$ cat src/rtl/dwd_pkg.sv
package dwd_pkg;
  // register offsets
  localparam logic [7:0] OFF_TOP = 8'h05;
  localparam logic [7:0] OFF_BOT = 8'h06;
  localparam logic [7:0] OFF_ROWL = 8'h07;
  localparam logic [7:0] OFF_ROWH = 8'h08;
  localparam logic [7:0] OFF_RAMP = 8'h09;
  localparam logic [7:0] OFF_BIAS = 8'h0a;
  localparam logic [7:0] OFF_DACMX = 8'h0b;
  localparam logic [7:0] OFF_PIX = 8'h0c;
  localparam logic [7:0] OFF_GAMMA = 8'h0d;
  localparam logic [7:0] OFF_CATH = 8'h0e;
  localparam logic [7:0] OFF_INMODE = 8'h01;
  // reset values
  localparam logic [7:0] RST_TOP = 8'h06;
  localparam logic [7:0] RST_BOT = 8'h06;
  localparam logic [7:0] RST_ROWL = 8'h00;
  localparam logic [7:0] RST_ROWH = 8'h00;
  localparam logic [7:0] RST_RAMP = 8'h01;
  localparam logic [7:0] RST_BIAS = 8'h44;
  localparam logic [7:0] RST_DACMX = 8'h80;
  localparam logic [7:0] RST_PIX = 8'h01;
  localparam logic [7:0] RST_GAMMA = 8'h00;
  localparam logic [7:0] RST_CATH = 8'h04;
  // writable bit masks; other bits hold reset value
  localparam logic [7:0] MSK_ROWH = 8'h13;
  localparam logic [7:0] MSK_RAMP = 8'h2f;
  localparam logic [7:0] MSK_PIX = 8'h0f;
  localparam logic [7:0] MSK_GAMMA = 8'h1f;
  localparam logic [7:0] MSK_CATH = 8'h0f;
  // field positions
  localparam int ROWH_3D_BIT = 4;
  localparam int RAMP_MON_BIT = 5;
  localparam int RAMP_HIGH_BIT = 3;
  localparam int RAMP_FLYB_BIT = 2;
  localparam int GAMMA_PUMP_BIT = 4;
  localparam int GAMMA_SH_BIT = 3;
  localparam int PROTECT_BIT = 7;
  // row duty limits
  localparam logic [9:0] ROW_COUNT_MAX = 10'd527;
  // ramp return times
  localparam int CLK_MHZ = 100;
  localparam int FLYB_LONG_NS = 500;
  localparam int FLYB_SHORT_NS = 150;
  localparam logic [7:0] FLYB_LONG_CYC = 8'((FLYB_LONG_NS * CLK_MHZ + 999) / 1000);
  localparam logic [7:0] FLYB_SHORT_CYC = 8'((FLYB_SHORT_NS * CLK_MHZ + 999) / 1000);
  // cathode converter modes
  localparam logic [1:0] MODE_ONE = 2'h0;
  localparam logic [1:0] MODE_CLAMP = 2'h1;
  localparam logic [1:0] MODE_MANUAL = 2'h2;
  typedef enum logic [1:0] {DWD_PH_ACTIVE, DWD_PH_BLACK} dwd_phase_e;
endpackage : dwd_pkg

$ cat src/rtl/dwd_config_regs.sv
`timescale 1ns/1ps
// How it works
// - window top row register at 05h, reset 06.
// - window bottom row register at 06h, reset 06.
// - 10-bit row active count from 07h and 08h bits 1-0.
// - each row active for twice the count in lines, black otherwise.
// - count zero or above 527 gives full-frame duty.
// - in 3D, 08h bit 4 picks duty range on non-enabled frames.
// - 09h bit 5 enables ramp monitor, bit 3 forces DAC high.
// - 09h bit 2 picks ramp return time, 500 ns or 150 ns.
// - 09h bits 1-0 shift ramp start half clock early, none, late.
// - 0Ah holds buffer and amp bias nibbles, 0100 nominal, 0000 off.
// - 0Bh ramp DAC ceiling, reset 80h.
// - 0Ch bits 2-0 pixel sink current, reset 1.
// - 0Dh bit 4 holds pump off during sensor sampling.
// - 0Dh bit 3 enables sensor sample-and-hold.
// - 0Dh bits 2-0 sensor current step, reference over two to seven-minus-code.
// - 0Eh bits 3-2 enable overcurrent sensing; overcurrent stops pump drive.
// - 0Eh bits 1-0 choose regulated, clamped or manual converter mode.
// - clamped mode limits at level register; manual holds fixed level.
// - dimming level acts only in mode one.
// - write protect bit makes other registers ignore writes.
module dwd_config_regs
  import dwd_pkg::*;
(
  // clock and reset
  input wire logic ref_clk,
  input wire logic rst,
  // register port from serial slave
  input wire logic reg_wr,
  input wire logic [7:0] reg_addr,
  input wire logic [7:0] reg_wdata,
  output logic [7:0] reg_rdata,
  // protect bit from input-mode register
  input wire logic write_protect,
  // video timing
  input wire logic frame_start,
  input wire logic line_start,
  input wire logic mode_3d,
  input wire logic frame_enabled,
  input wire logic ramp_start,
  input wire logic sensor_sampling,
  // cathode loop inputs
  input wire logic overcurrent_detect,
  input wire logic supply_above_level,
  input wire logic [7:0] cathode_supply_level,
  input wire logic [6:0] dimming_level,
  // window and duty
  output logic [7:0] window_top_row,
  output logic [7:0] window_bottom_row,
  output logic row_black,
  // ramp
  output logic ramp_monitor_enable,
  output logic ramp_dac_force_high,
  output logic ramp_flyback,
  output logic ramp_early,
  output logic ramp_late,
  output logic [3:0] ramp_buffer_bias,
  output logic [3:0] ramp_amp_bias,
  output logic [7:0] ramp_dac_ceiling,
  // pixel and sensor
  output logic [2:0] pixel_sink_current,
  output logic external_reference_select,
  output logic sensor_sample_hold_enable,
  output logic [7:0] sensor_current_div,
  // cathode converter
  output logic pump_drive_output,
  output logic [1:0] cathode_regulation_mode,
  output logic [7:0] cathode_target_level,
  output logic [6:0] dimming_effective
);
  // decoded write enables
  logic wr_ok;
  logic wr_top;
  logic wr_bot;
  logic wr_rowl;
  logic wr_rowh;
  logic wr_ramp;
  logic wr_bias;
  logic wr_dacmx;
  logic wr_pix;
  logic wr_gamma;
  logic wr_cath;
  // register values
  logic [7:0] top_v;
  logic [7:0] bot_v;
  logic [7:0] rowl_v;
  logic [7:0] rowh_v;
  logic [7:0] ramp_v;
  logic [7:0] bias_v;
  logic [7:0] dacmx_v;
  logic [7:0] pix_v;
  logic [7:0] gamma_v;
  logic [7:0] cath_v;
  logic [7:0] rdata_nxt;
  // pump trip and ramp return timer
  logic trip_r;
  logic trip_nxt;
  logic [7:0] flyb_cnt_r;
  logic [7:0] flyb_cnt_nxt;
  // packed decoded outputs
  logic [19:0] out_nxt;
  logic [19:0] out_r;
  logic [7:0] level_nxt;
  logic [6:0] dim_nxt;
  logic drive_nxt;
  // packed outputs as they follow from the register reset values
  localparam logic [19:0] OUT_RST = {RST_RAMP[RAMP_MON_BIT], RST_RAMP[RAMP_HIGH_BIT], 1'b0,
    (RST_RAMP[1:0] == 2'b00), (RST_RAMP[1:0] == 2'b10), RST_BIAS, RST_PIX[2:0], RST_PIX[3],
    RST_GAMMA[GAMMA_SH_BIT], RST_CATH[1:0]};

  assign wr_ok = reg_wr && !write_protect;

  function automatic logic sel(input logic [7:0] a, input logic [7:0] off);
    sel = (a == off);
  endfunction : sel

  // one enable per mapped offset; unmapped writes match none
  always_comb begin
    wr_top = wr_ok && sel(reg_addr, OFF_TOP);
    wr_bot = wr_ok && sel(reg_addr, OFF_BOT);
    wr_rowl = wr_ok && sel(reg_addr, OFF_ROWL);
    wr_rowh = wr_ok && sel(reg_addr, OFF_ROWH);
    wr_ramp = wr_ok && sel(reg_addr, OFF_RAMP);
    wr_bias = wr_ok && sel(reg_addr, OFF_BIAS);
    wr_dacmx = wr_ok && sel(reg_addr, OFF_DACMX);
    wr_pix = wr_ok && sel(reg_addr, OFF_PIX);
    wr_gamma = wr_ok && sel(reg_addr, OFF_GAMMA);
    wr_cath = wr_ok && sel(reg_addr, OFF_CATH);
  end

  // register cells
  dwd_reg_cell #(.RESET_VAL(RST_TOP), .WR_MASK(8'hff)) u_top (
    .ref_clk(ref_clk),
    .rst(rst),
    .wr_en(wr_top),
    .wr_data(reg_wdata),
    .value(top_v)
  );
  dwd_reg_cell #(.RESET_VAL(RST_BOT), .WR_MASK(8'hff)) u_bot (
    .ref_clk(ref_clk),
    .rst(rst),
    .wr_en(wr_bot),
    .wr_data(reg_wdata),
    .value(bot_v)
  );
  dwd_reg_cell #(.RESET_VAL(RST_ROWL), .WR_MASK(8'hff)) u_rowl (
    .ref_clk(ref_clk),
    .rst(rst),
    .wr_en(wr_rowl),
    .wr_data(reg_wdata),
    .value(rowl_v)
  );
  dwd_reg_cell #(.RESET_VAL(RST_ROWH), .WR_MASK(MSK_ROWH)) u_rowh (
    .ref_clk(ref_clk),
    .rst(rst),
    .wr_en(wr_rowh),
    .wr_data(reg_wdata),
    .value(rowh_v)
  );
  dwd_reg_cell #(.RESET_VAL(RST_RAMP), .WR_MASK(MSK_RAMP)) u_ramp (
    .ref_clk(ref_clk),
    .rst(rst),
    .wr_en(wr_ramp),
    .wr_data(reg_wdata),
    .value(ramp_v)
  );
  dwd_reg_cell #(.RESET_VAL(RST_BIAS), .WR_MASK(8'hff)) u_bias (
    .ref_clk(ref_clk),
    .rst(rst),
    .wr_en(wr_bias),
    .wr_data(reg_wdata),
    .value(bias_v)
  );
  dwd_reg_cell #(.RESET_VAL(RST_DACMX), .WR_MASK(8'hff)) u_dacmx (
    .ref_clk(ref_clk),
    .rst(rst),
    .wr_en(wr_dacmx),
    .wr_data(reg_wdata),
    .value(dacmx_v)
  );
  dwd_reg_cell #(.RESET_VAL(RST_PIX), .WR_MASK(MSK_PIX)) u_pix (
    .ref_clk(ref_clk),
    .rst(rst),
    .wr_en(wr_pix),
    .wr_data(reg_wdata),
    .value(pix_v)
  );
  dwd_reg_cell #(.RESET_VAL(RST_GAMMA), .WR_MASK(MSK_GAMMA)) u_gamma (
    .ref_clk(ref_clk),
    .rst(rst),
    .wr_en(wr_gamma),
    .wr_data(reg_wdata),
    .value(gamma_v)
  );
  dwd_reg_cell #(.RESET_VAL(RST_CATH), .WR_MASK(MSK_CATH)) u_cath (
    .ref_clk(ref_clk),
    .rst(rst),
    .wr_en(wr_cath),
    .wr_data(reg_wdata),
    .value(cath_v)
  );

  dwd_row_duty #(.LINE_W(11)) u_duty (
    .ref_clk(ref_clk),
    .rst(rst),
    .frame_start(frame_start),
    .line_start(line_start),
    .row_active_count({rowh_v[1:0], rowl_v}),
    .mode_3d(mode_3d),
    .frame_enabled(frame_enabled),
    .unenabled_high_range(rowh_v[ROWH_3D_BIT]),
    .row_black(row_black)
  );

  // read mux, registered
  always_comb begin
    unique case (reg_addr)
      OFF_TOP: rdata_nxt = top_v;
      OFF_BOT: rdata_nxt = bot_v;
      OFF_ROWL: rdata_nxt = rowl_v;
      OFF_ROWH: rdata_nxt = rowh_v;
      OFF_RAMP: rdata_nxt = ramp_v;
      OFF_BIAS: rdata_nxt = bias_v;
      OFF_DACMX: rdata_nxt = dacmx_v;
      OFF_PIX: rdata_nxt = pix_v;
      OFF_GAMMA: rdata_nxt = gamma_v;
      OFF_CATH: rdata_nxt = cath_v;
      default: rdata_nxt = 8'h00;
    endcase
  end

  // ramp return timer: one pulse per ramp start
  always_comb begin
    flyb_cnt_nxt = flyb_cnt_r;
    if (ramp_start) begin
      flyb_cnt_nxt = ramp_v[RAMP_FLYB_BIT] ? FLYB_SHORT_CYC : FLYB_LONG_CYC;
    end else if (flyb_cnt_r != 8'h00) begin
      flyb_cnt_nxt = flyb_cnt_r - 8'h01;
    end
  end

  // overcurrent trip latches until sensing disabled
  always_comb begin
    trip_nxt = trip_r;
    if (cath_v[3:2] == 2'b00) trip_nxt = 1'b0;
    else if (overcurrent_detect) trip_nxt = 1'b1;
  end

  always_comb begin
    drive_nxt = !trip_nxt;
    if (gamma_v[GAMMA_PUMP_BIT] && sensor_sampling) drive_nxt = 1'b0;
    unique case (cath_v[1:0])
      MODE_CLAMP: level_nxt = supply_above_level ? cathode_supply_level : 8'h00;
      MODE_MANUAL: level_nxt = cathode_supply_level;
      default: level_nxt = 8'h00;
    endcase
    dim_nxt = (cath_v[1:0] == MODE_ONE) ? dimming_level : 7'h00;
    out_nxt = {ramp_v[RAMP_MON_BIT], ramp_v[RAMP_HIGH_BIT], (flyb_cnt_nxt != 8'h00),
               (ramp_v[1:0] == 2'b00), (ramp_v[1:0] == 2'b10),
               bias_v,
               pix_v[2:0], pix_v[3], gamma_v[GAMMA_SH_BIT],
               cath_v[1:0]};
  end

  always_ff @(posedge ref_clk or posedge rst) begin
    if (rst) begin
      reg_rdata <= 8'h00;
      trip_r <= 1'b0;
      flyb_cnt_r <= 8'h00;
      out_r <= OUT_RST;
      window_top_row <= RST_TOP;
      window_bottom_row <= RST_BOT;
      ramp_dac_ceiling <= RST_DACMX;
      sensor_current_div <= 8'h80;
      pump_drive_output <= 1'b0;
      cathode_target_level <= 8'h00;
      dimming_effective <= 7'h00;
    end else begin
      reg_rdata <= rdata_nxt;
      trip_r <= trip_nxt;
      flyb_cnt_r <= flyb_cnt_nxt;
      out_r <= out_nxt;
      window_top_row <= top_v;
      window_bottom_row <= bot_v;
      ramp_dac_ceiling <= dacmx_v;
      sensor_current_div <= 8'h80 >> gamma_v[2:0];
      pump_drive_output <= drive_nxt;
      cathode_target_level <= level_nxt;
      dimming_effective <= dim_nxt;
    end
  end

  assign ramp_monitor_enable = out_r[19];
  assign ramp_dac_force_high = out_r[18];
  assign ramp_flyback = out_r[17];
  assign ramp_early = out_r[16];
  assign ramp_late = out_r[15];
  assign ramp_buffer_bias = out_r[14:11];
  assign ramp_amp_bias = out_r[10:7];
  assign pixel_sink_current = out_r[6:4];
  assign external_reference_select = out_r[3];
  assign sensor_sample_hold_enable = out_r[2];
  assign cathode_regulation_mode = out_r[1:0];
endmodule : dwd_config_regs

$ cat src/rtl/dwd_reg_cell.sv
`timescale 1ns/1ps
// one 8-bit register with write mask
module dwd_reg_cell #(
  parameter logic [7:0] RESET_VAL = 8'h00,
  parameter logic [7:0] WR_MASK = 8'hff
) (
  // clock and reset
  input wire logic ref_clk,
  input wire logic rst,
  // write side
  input wire logic wr_en,
  input wire logic [7:0] wr_data,
  // value
  output logic [7:0] value
);
  logic [7:0] value_nxt;

  always_comb begin
    value_nxt = value;
    if (wr_en) begin
      value_nxt = (wr_data & WR_MASK) | (RESET_VAL & ~WR_MASK);
    end
  end

  always_ff @(posedge ref_clk or posedge rst) begin
    if (rst) begin
      value <= RESET_VAL;
    end else begin
      value <= value_nxt;
    end
  end
endmodule : dwd_reg_cell

$ cat src/rtl/dwd_row_duty.sv
`timescale 1ns/1ps
// per-row active/black decision from line position in frame
module dwd_row_duty
  import dwd_pkg::*;
#(
  parameter int LINE_W = 11
) (
  // clock and reset
  input wire logic ref_clk,
  input wire logic rst,
  // timing
  input wire logic frame_start,
  input wire logic line_start,
  // settings
  input wire logic [9:0] row_active_count,
  input wire logic mode_3d,
  input wire logic frame_enabled,
  input wire logic unenabled_high_range,
  // result
  output logic row_black
);
  // counter must hold twice the 10-bit count and reach the half-frame bit
  if (LINE_W < 11) begin : g_width_check
    $error("line counter too narrow");
  end

  logic [LINE_W-1:0] line_r, line_nxt;
  logic black_nxt;
  logic [LINE_W-1:0] limit;
  logic full;

  always_comb begin
    line_nxt = line_r;
    if (frame_start) line_nxt = '0;
    else if (line_start) line_nxt = line_r + 1'b1;
    limit = LINE_W'({row_active_count, 1'b0});
    full = (row_active_count == 10'd0) || (row_active_count > ROW_COUNT_MAX);
    black_nxt = !full && (line_nxt >= limit);
    if (mode_3d && !frame_enabled) begin
      // non-enabled frame: high range keeps first half lit, low range limits to first half
      if (unenabled_high_range) black_nxt = !full && (line_nxt >= limit) && line_nxt[LINE_W-1];
      else black_nxt = !full && ((line_nxt >= limit) || line_nxt[LINE_W-1]);
    end
  end

  always_ff @(posedge ref_clk or posedge rst) begin
    if (rst) begin
      line_r <= '0;
      row_black <= 1'b0;
    end else begin
      line_r <= line_nxt;
      row_black <= black_nxt;
    end
  end
endmodule : dwd_row_duty

$ cat config.mk
export PLATFORM = sky130hd
export DESIGN_NAME = dwd_config_regs
export DESIGN_NICKNAME = d
export VERILOG_FILES = /design/src/rtl/dwd_pkg.sv /design/src/rtl/dwd_config_regs.sv /design/src/rtl/dwd_reg_cell.sv /design/src/rtl/dwd_row_duty.sv
export SDC_FILE = /design/constraint.sdc
export NUM_CORES = 1
export LEC_CHECK = 0
export BUFFER_PORTS_ARGS = -buffer_cell sky130_fd_sc_hd__buf_4
export CELL_PAD_IN_SITES_DETAIL_PLACEMENT = 0
export CELL_PAD_IN_SITES_GLOBAL_PLACEMENT = 1
export CORE_MARGIN = 5
export CORE_UTILIZATION = 25
export DETAILED_ROUTE_END_ITERATION = 10
export PLACE_DENSITY = 0.57
export SLEW_MARGIN = 20
export SYNTH_ARGS = -nofsm -noshare
export SYNTH_HDL_FRONTEND = slang
export SYNTH_SLANG_ARGS = --single-unit
$ cat constraint.sdc
create_clock -name ref_clk -period 6.45 [get_ports ref_clk]
set_input_delay 1.29 -clock ref_clk [delete_from_list [all_inputs] [get_ports ref_clk]]
set_output_delay 1.29 -clock ref_clk [all_outputs]
set_load 0.05 [all_outputs]
Yosys cells after proc, flatten, opt, wreduce, memory -nomap -nowiden
Cells that the tools add are included. Widths: inputs -> output; s select.

Flip-flop bits (word level): 158. Latch bits: 0. RAM bits: 0. Bits in read-only memories: 0. Output and inout bits: 77. Logic and storage cells: 83. Memories kept: 0.

$add $sub $neg: 2. Multipliers: 0. Div/mod/pow operators: 0. Order comparisons: 2. Equal/unequal tests: 13. Shifts and indexed selects: 1. Muxes and demuxes: 14. Bitwise operators: 0. Reductions and logical operators: 28.

Operator list (count): $pmux 8 s10 (1); $eq 8x4->1 const B (7); $eq 8x3->1 const B (3); $mux 8 (3); $mux 11 (2); $logic_and 1x1->1 (16); $pmux 8 s2 (1); $reduce_bool 8->1 (2); $add 11x1->11 const B (1); $ge 11x11->1 (1); $gt 10x10->1 const B (1); $logic_not 10->1 (1); $shr 8x3->8 const A (1); $sub 8x1->8 const B (1); $mux 7 (1); $logic_not 2->1 (3); $mux 6 (1); $mux 1 (5); $eq 2x2->1 const B (2); $logic_not 1->1 (4); $eq 2x1->1 const B (1); $logic_or 1x1->1 (2).

Longest topological paths before layout
Gate-level depths: netlist of run 1.

Depth in word-level cells: 8. Depth in mapped cells: 12. Mapped depth without buffers: 12.

Hierarchy
A second synthesis of run 1 with hierarchy kept.

Cells, all modules: 542. Area, all modules: 7040.5 um2.

Modules (own cells, without submodules): dwd_config_regs (times used 1, cells an instance 282, area an instance 3529.6 um2, seq. area each 2138.3 um2); dwd_reg_cell (u_bias ...) (times used 3, cells an instance 18, area an instance 337.8 um2, seq. area each 202.7 um2); dwd_row_duty (times used 1, cells an instance 99, area an instance 879.6 um2, seq. area each 300.3 um2); dwd_reg_cell (u_cath ...) (times used 2, cells an instance 14, area an instance 183.9 um2, seq. area each 101.3 um2); dwd_reg_cell (u_dacmx) (times used 1, cells an instance 18, area an instance 336.6 um2, seq. area each 201.4 um2); dwd_reg_cell (u_rowl) (times used 1, cells an instance 18, area an instance 335.3 um2, seq. area each 200.2 um2); dwd_reg_cell (u_ramp) (times used 1, cells an instance 15, area an instance 212.7 um2, seq. area each 126.4 um2); dwd_reg_cell (u_gamma) (times used 1, cells an instance 15, area an instance 211.5 um2, seq. area each 125.1 um2); dwd_reg_cell (u_rowh) (times used 1, cells an instance 13, area an instance 153.9 um2, seq. area each 75.1 um2).

Worst setup path after synthesis of run 1
Ideal clock, no wire load.

Path kind: input-to-reg. Start point: input port line_start. End point: register u_duty.row_black. Setup time: 64 ps. Data arrival time: 3162 ps. Data required time: 6386 ps. Slack: 3224 ps. Stages on the path: 9. Buffers on the path: 0. Path through: nand4_1 -> o31a_1 -> o21ba_2 -> ha_1 -> and4_1 -> nand4_1 -> o311a_1 -> a31oi_1 -> o21a_1.

Cells in the longest elaborated chain, start to end: 7. Elaborated cells between the ends (all ways): 9. Classes of those cells: 1 x order compare; 4 x mux; 4 x reduce/logical.

RTL lines: start, declared (line dwd_config_regs.sv:38) `input wire logic line_start,`; $mux 11 * (line dwd_row_duty.sv:35) `else if (line_start) line_nxt = line_r + 1'b1;`; $mux 11 * (line dwd_row_duty.sv:34) `if (frame_start) line_nxt = '0;`; via u_duty.line_nxt[10] (line dwd_row_duty.sv:27) `logic [LINE_W-1:0] line_r, line_nxt;`; $ge 11x11->1 (line dwd_row_duty.sv:38, dwd_row_duty.sv:41, dwd_row_duty.sv:42); $logic_or 1x1->1 / $logic_and 1x1->1 (equally long branches) (line dwd_row_duty.sv:42, dwd_row_duty.sv:38, dwd_row_duty.sv:41); $logic_and 1x1->1 (on tied branches) (line dwd_row_duty.sv:42, dwd_row_duty.sv:41); $mux 1 (line dwd_row_duty.sv:41) `if (unenabled_high_range) black_nxt = !full && (line_nxt >= limit) && line_nxt[LINE_W-1];`; $mux 1 * (line dwd_row_duty.sv:39) `if (mode_3d && !frame_enabled) begin`; via u_duty.black_nxt (line dwd_row_duty.sv:28) `logic black_nxt;`; end signal, assigned (line dwd_row_duty.sv:52) `row_black <= black_nxt;`; end, declared (line dwd_row_duty.sv:20) `output logic row_black`.

Mark *: on every way through the listed nets, which the timed path passes. The rest lies on a longest branch. A chain may end at the register's enable or synchronous reset.

Worst setup path after layout of run 1
Start point: input port reg_addr[5]. End point: register u_ramp.value[3].

Cells in the longest elaborated chain, start to end: 2.

RTL lines: start, declared (line dwd_config_regs.sv:31) `input wire logic [7:0] reg_addr,`; $eq 8x4->1 (line dwd_config_regs.sv:115) `sel = (a == off);`; $logic_and 1x1->1 (line dwd_config_regs.sv:124) `wr_ramp = wr_ok && sel(reg_addr, OFF_RAMP);`; end signal, assigned (line dwd_reg_cell.sv:29) `value <= value_nxt;`; end, declared (line dwd_reg_cell.sv:14) `output logic [7:0] value`.

Every way passes these cells.

==> results.md, run 1 <==
- Worst-case clock buffer depth: 2
- Port buffer count: 119
- Final WL: 16400 um
- Sinks on Clock Net: 158
- Xor and xnor area share after synthesis: 2.04%
- Crit path max fanout: 11
- Synth Flop Type: dfrtp_1
- Final nets: 654
- Hold_sp: u_bias.value[6]
- Cell leakage power: 3.99 nW
- CP endpoint kind: register
- Worst reg-to-reg setup slack: 3.81 ns
- N_diodes: 0
- Die H: 171 um
- Mux share of post-synthesis cell area: 14.2%
- Setup TNS: 0 ns
- Drc violations: 0
- Row Count: 58
- Final period util: 47.8%
- Simple-gate share of the synthesized area: 10.7%
- Clock Skews: 0.00886 ns
- First-pass GRT wire length: 26100 um
- Fmax: 0.324 GHz
- Vias: 4142
- Final WS setup: 3.37 ns
- Fin. Hold Viols: 0
- Post-synth EDFFs: 0
- CTS buffer count: 17
- Clock Latency Late Sink: 0.43 ns
- Root buf cell: clkbuf_16
- Hold WC Path Type: register to register
- Hold buffers post-CTS: 0
- DIE WIDTH: 171 um
- Synth unique cells: 63
- Setup Buffers After CTS: 0
- Setup Viol. Count Final: 0
- Clock power share: 43.4%
- Synthesized instance count: 473
- Area Overhead vs Synth: 27.9%
- Avg Synthesized Cell Area: 13.6 sq um
- CTS tree: built
- Ys Warns: 0
- Layout cells sized above 1: 42.8%
- PwrDens: 267 mW/mm^2
- Max cap viols: 0
- GP Congestion: 0.782
- RSZ-0062 raised after global routing: no
- Synth Register Bits: 158
- Status: complete, no violations
- Switching share of power: 25.9%
- Effective utilization at floorplan: 25.5%
- Grt ovf: 0
- Internal: 1.63 mW
- Tot GR Track Use: 11.8%
- Initial antenna violation count: 0
- DIE AREA: 0.0291 sq mm
- R2R cell count: 10
- Minimum clock period after layout: 3.08 ns
- Rel. slew slack: 34.2%
- DR iter-0 viols: 211
- Worst-margin pin slew: 0.985 ns
- Critical Path Start: reg_addr[5]
- Worst vdd ir: 0.134 mV
- Drt first pass iters: 4
- WP data required: 6.76 ns
- Largest net degree at the start of global routing: 100
- Mapped Nets: 532
- Part of the power in registers: 47.5%
- Core Footprint: 0.0253 sq mm
- Vias in the first global route: 4502
- Place WS: 2.95 ns
- Worst EP arrival: 3.39 ns
- CP startpoint kind: primary input
- Sw Pwr: 570 uW
- Largest family of logic cells by synthesized area: multiplexers
- Cell area after synthesis: 0.00644 sq mm
- Synth Area in Compound Gates: 5.90%
- Filler Cells Inserted: 2551
- Vias per cell: 4.42
- Combinational share of power: 9.1%
- Critical path class: primary input to register
- CTS H-Tree Depth: 4
- Detail Route Antenna Nets: 0
- RR Startpoint: u_duty.line_r[0]
- Worst-path clk slew: 0.07 ns
- Register area share after synthesis: 61.7%
- R2R Path End: u_duty.row_black
- Ys async rst share: 100%
- IO Pins: 120
- Final slew viol count: 0
- Quantity of gates resized following cts: 0
- Worst setup path end: u_ramp.value[3]
- Synth Area in Adders: 3.11%
- DR WL/cell: 17.5 um
- Hpwl dp: 11900 um
==> metal layers <==
layer | vias to the layer above | wire length (um) | global-route usage (%)
met3 | 16 | 722 | 2.63
li1 | 1921 | - | -
met2 | 103 | 7950 | 19.0
met4 | 0 | 236 | 3.96
met1 | 2102 | 7480 | 15.7
met5 | - | 0 | 0
==> worst min path at each step <==
stage / to / cells after the start
after floorplan: window_bottom_row[1] / 0
after detailed placement: out_r[13] / 0
after global placement: window_bottom_row[2] / 0
final: out_r[13] / 0
after global routing: out_r[13] / 0
after CTS: window_bottom_row[2] / 0
==> synthesized netlist by cell type (all sizes together) (3+ instances only) <==
master	count	area, sq um
a21oi	10	50.1
a22o	3	26.3
a22oi	9	72.6
a31oi	3	18.8
and2	16	100
and3	8	50.1
buf	11	58.8
clkbuf	7	26.3
dfrtp	139	3480
dfstp	19	499
ha	16	200
inv	17	63.8
mux2	73	822
mux2i	7	70.1
nand2	14	62.6
nand2b	3	18.8
nand3	16	103
nand4	5	46.3
nor2	21	81.3
nor2b	6	37.5
nor3	3	15.0
nor3b	4	35.0
nor4	3	33.8
o21ai	10	50.0
o22ai	4	25.0
or4	3	22.5
xnor2	9	78.8
xor2	6	52.6
==> metrics by stage <==
stage	util (%)	area [sq um]	instances	power, mW	hold slack, ns
final	32.6	8240	938	2.20	0.377
after detailed placement	30.4	7690	906	1.27	0.369
after global placement	30.4	7690	906	1.26	0.365
after global routing	32.6	8240	938	2.30	0.383
after CTS	32.6	8240	938	2.24	0.379
after floorplan	-	6440	473	1.19	0.358
==> layout make-up <==
cell class	count	area (sq um)	area share (%)
clock inverter	15	133	1.61
clock buffer	17	425	5.16
inverter	17	68.8	0.835
tap	330	413	5.01
timing repair buffer	121	908	11.0
sequential	158	3980	48.2
multi-input combinational	280	2320	28.1
==> flip-flops by register name, indices dropped and copies added, names as in the netlist, 3 cells and up <==
| signal | count |
|---|---|
| u_top.value | 8 |
| u_cath.value | 4 |
| window_top_row | 8 |
| u_rowl.value | 8 |
| window_bottom_row | 8 |
| u_rowh.value | 3 |
| flyb_cnt_r | 8 |
| u_bias.value | 8 |
| sensor_current_div | 8 |
| u_duty.line_r | 11 |
| cathode_target_level | 8 |
| u_dacmx.value | 8 |
| out_r | 20 |
| u_bot.value | 8 |
| dimming_effective | 7 |
| u_pix.value | 4 |
| u_gamma.value | 5 |
| reg_rdata | 8 |
| u_ramp.value | 5 |
| ramp_dac_ceiling | 8 |
==> cells in the final DEF (no fill, tap or decap), types with 7 or more instances in the layout <==
master / netlist / routed
mux2i_1: 7 / 7
xnor2_1: 9 / 9
nand3_1: 13 / 13
inv_6: 0 / 7
a22oi_1: 8 / 8
nor2_1: 20 / 20
clkbuf_16: 0 / 17
dfstp_2: 19 / 19
nand2_1: 12 / 12
and3_1: 8 / 8
inv_1: 17 / 16
dfrtp_1: 139 / 139
mux2_2: 73 / 73
o21ai_0: 9 / 9
ha_1: 16 / 16
a21oi_1: 10 / 10
and2_1: 16 / 16
buf_4: 3 / 121
==> logic make-up (layout without fill, tap and decap cells) <==
group	count (synthesis)	count (layout)
mux	81	81
flops	158	158
xor+xnor	15	15
simple gates	113	113
compound gates	55	55
buf+inv	35	170
fa+ha+maj	16	16
==> worst max-delay path, cell delays in order <==
cell and delay [ns]:
buf_4 0.12, nor4_4 0.38, nor3b_2 0.81, nand3_1 0.39, mux2_2 0.39
==> power groups by stage <==
| stage | combinational [mW] | sequential, mW | clock [mW] |
|---|---|---|---|
| 6_report | 0.200 | 1.05 | 0.957 |
| 4_1_cts | 0.204 | 1.05 | 0.989 |
| 2_1_floorplan | 0.0864 | 1.10 | 0 |
| 3_3_place_gp | 0.199 | 1.06 | 0 |
| 5_1_grt | 0.220 | 1.05 | 1.03 |
| 3_5_place_dp | 0.203 | 1.06 | 0 |
(Power assumes the default switching activity.)
==> run 2, diff against run 1 <==
--- a/config.mk
+++ b/config.mk
@@ -11,7 +11,7 @@
 export CORE_MARGIN = 5
 export CORE_UTILIZATION = 25
 export DETAILED_ROUTE_END_ITERATION = 10
-export PLACE_DENSITY = 0.57
+export PLACE_DENSITY = 0.59
 export SLEW_MARGIN = 20
 export SYNTH_ARGS = -nofsm -noshare
 export SYNTH_HDL_FRONTEND = slang
==> constraint.sdc (replaced) <==
create_clock -name ref_clk -period 2.81 [get_ports ref_clk]
set_input_delay 0.562 -clock ref_clk [delete_from_list [all_inputs] [get_ports ref_clk]]
set_output_delay 0.562 -clock ref_clk [all_outputs]
set_load 0.05 [all_outputs]
==> results.md, run 2 (synthesis gave the netlist of run 1 again) <==
- R2R cell count: 7
- CTS tree: built
- Die H: 171 um
- WP data required: 3.10 ns
- DIE AREA: 0.0291 sq mm
- Setup Viol. Count Final: 0
- Tot GR Track Use: 11.5%
- Status: complete, no violations
- Fin. Hold Viols: 0
- Crit path max fanout: 5
- Placed cell count: 912
- Critical path class: register to register
- RSZ-0062 raised after global routing: no
- RR Startpoint: flyb_cnt_r[0]
- Sinks on Clock Net: 158
- Fmax: 0.382 GHz
- GP Congestion: 0.808
- DR WL/cell: 17.1 um
- Final WL: 16200 um
- Drt first pass iters: 4
- CTS buffer count: 17
- Port buffer count: 119
- Hpwl dp: 11700 um
- Hold buffers post-CTS: 0
- Met1 Use GR: 15.1%
- Vias in the first global route: 4591
- Final period util: 93.1%
- Grt met2 use: 18.8%
- Max reg flops: 20
- Most frequent cells in the layout: 139 x dfrtp_1, 129 x buf_4, 73 x mux2_2, 19 x nor2_1, 19 x dfstp_2
- CP endpoint kind: register
- CTS H-Tree Depth: 4
- Final slew viol count: 0
- IO Pins: 120
- Biggest regs: out_r: 20 flops, u_duty.line_r: 11 flops
- Row Count: 58
- GRT busiest layer: met2
- Minimum clock period after layout: 2.62 ns
- Largest Register: out_r
- Fin area: 0.00845 sq mm
- Area Overhead vs Synth: 31.2%
- Drc violations: 0
- R2R Path End: out_r[17]
- Worst-margin pin slew: 0.917 ns
- Worst reg-to-reg setup slack: 0.19 ns
- Worst-path clk slew: 0.06 ns
- Setup TNS: 0 ns
- PwrDens: 652 mW/mm^2
- Worst-case clock buffer depth: 2
- Cell leakage power: 4.10 nW
- Final nets: 663
- Worst vdd ir: 0.401 mV
- Commonest non-fill, non-tap cell in the layout: dfrtp_1
- Initial antenna violation count: 0
- Met3 usage: 3.44%
- DR iter-0 viols: 191
- Max cap viols: 0
- Layout cells sized above 1: 43.8%
- Largest net degree at the start of global routing: 159
- DIE WIDTH: 171 um
- Worst EP arrival: 2.90 ns
- Dpl cell area: 0.00774 sq mm
- Clock Skews: 0.00948 ns
- Vias: 4152
- Hold WC Path Type: primary input to asynchronous set/reset pin
- Grt ovf: 0
- Layout Cells excl Fill: 947
- Core Footprint: 0.0253 sq mm
- Root buf cell: clkbuf_16
- Detail Route Antenna Nets: 0
- Vias per cell: 4.38
- First-pass GRT wire length: 26100 um
- Clock Latency Late Sink: 0.42 ns
- Effective utilization at floorplan: 25.5%
- Rel. slew slack: 38.8%
- N_diodes: 0
- CP startpoint kind: register
## run 2: cell count changes in the layout (fill, tap and decap cells not counted), moves of 2 or more
cell and delta:
inv_6 -5, bufinv_16 +5, buf_4 +8, clkinv_4 +3, clkinv_2 -2, clkbuf_8 +2
clkinvlp_4 -3
## run 2: cell type report
class                   instances  area (sq um)
fillers                      2551         16800
flip-flops and latches        158          3980
multi-input cells             280          2320
repair buffers                130           988
clock buffers                  19           453
well taps                     330           413
clock inverters                13           234
inverters                      17          67.6
## run 2: worst max path at each step
stage                     cells after the start  slack, ns             start                       to
after floorplan                               1       0.26               rst  cathode_target_level[0]
after global placement                       10       0.07        line_start         u_duty.row_black
after detailed placement                     12       0.04        line_start         u_duty.row_black
after CTS                                    10       0.14  u_duty.line_r[0]         u_duty.row_black
after global routing                         12      0.002  u_duty.line_r[1]         u_duty.row_black
final                                         7       0.19     flyb_cnt_r[0]                out_r[17]
## run 2: power breakdown
part / internal, mW / switching (mW) / total (mW)
clock: 1.72 / 0.921 / 2.64
sequential: 2.35 / 0.0505 / 2.40
combinational: 0.175 / 0.292 / 0.467
## run 2: worst max-delay path, stage by stage, from the launching register on
cell,delay [ns]
dfrtp_1,0.40
inv_1,0.16
ha_1,0.18
nor4b_1,0.50
or2b_2,0.39
mux2i_1,0.12
or2_1,0.22
or4_1,0.51
## run 2: per-layer routing
| layer | share of wire [%] | vias up |
|---|---|---|
| met5 | 0 | - |
| met4 | 1.0 | 0 |
| met3 | 4.5 | 12 |
| met2 | 49 | 83 |
| met1 | 45 | 2118 |
| li1 | - | 1939 |
## run 2: through the flow
step	total power [mW]	hold WS, ns	util, %	setup WS (ns)
after floorplan	2.73	0.358	-	0.263
after global placement	2.90	0.363	30.7	0.0739
after detailed placement	2.91	0.367	30.7	0.0447
after CTS	5.60	0.286	33.4	0.137
after global routing	5.74	0.285	33.5	0.00222
final	5.51	0.295	33.5	0.195
## run 2: timing repair
| action | in CTS | in global routing |
|---|---|---|
| buffers inserted | 0 | 3 |
| setup endpoints to repair | 0 | 1 |
| resized for setup | 0 | 1 |
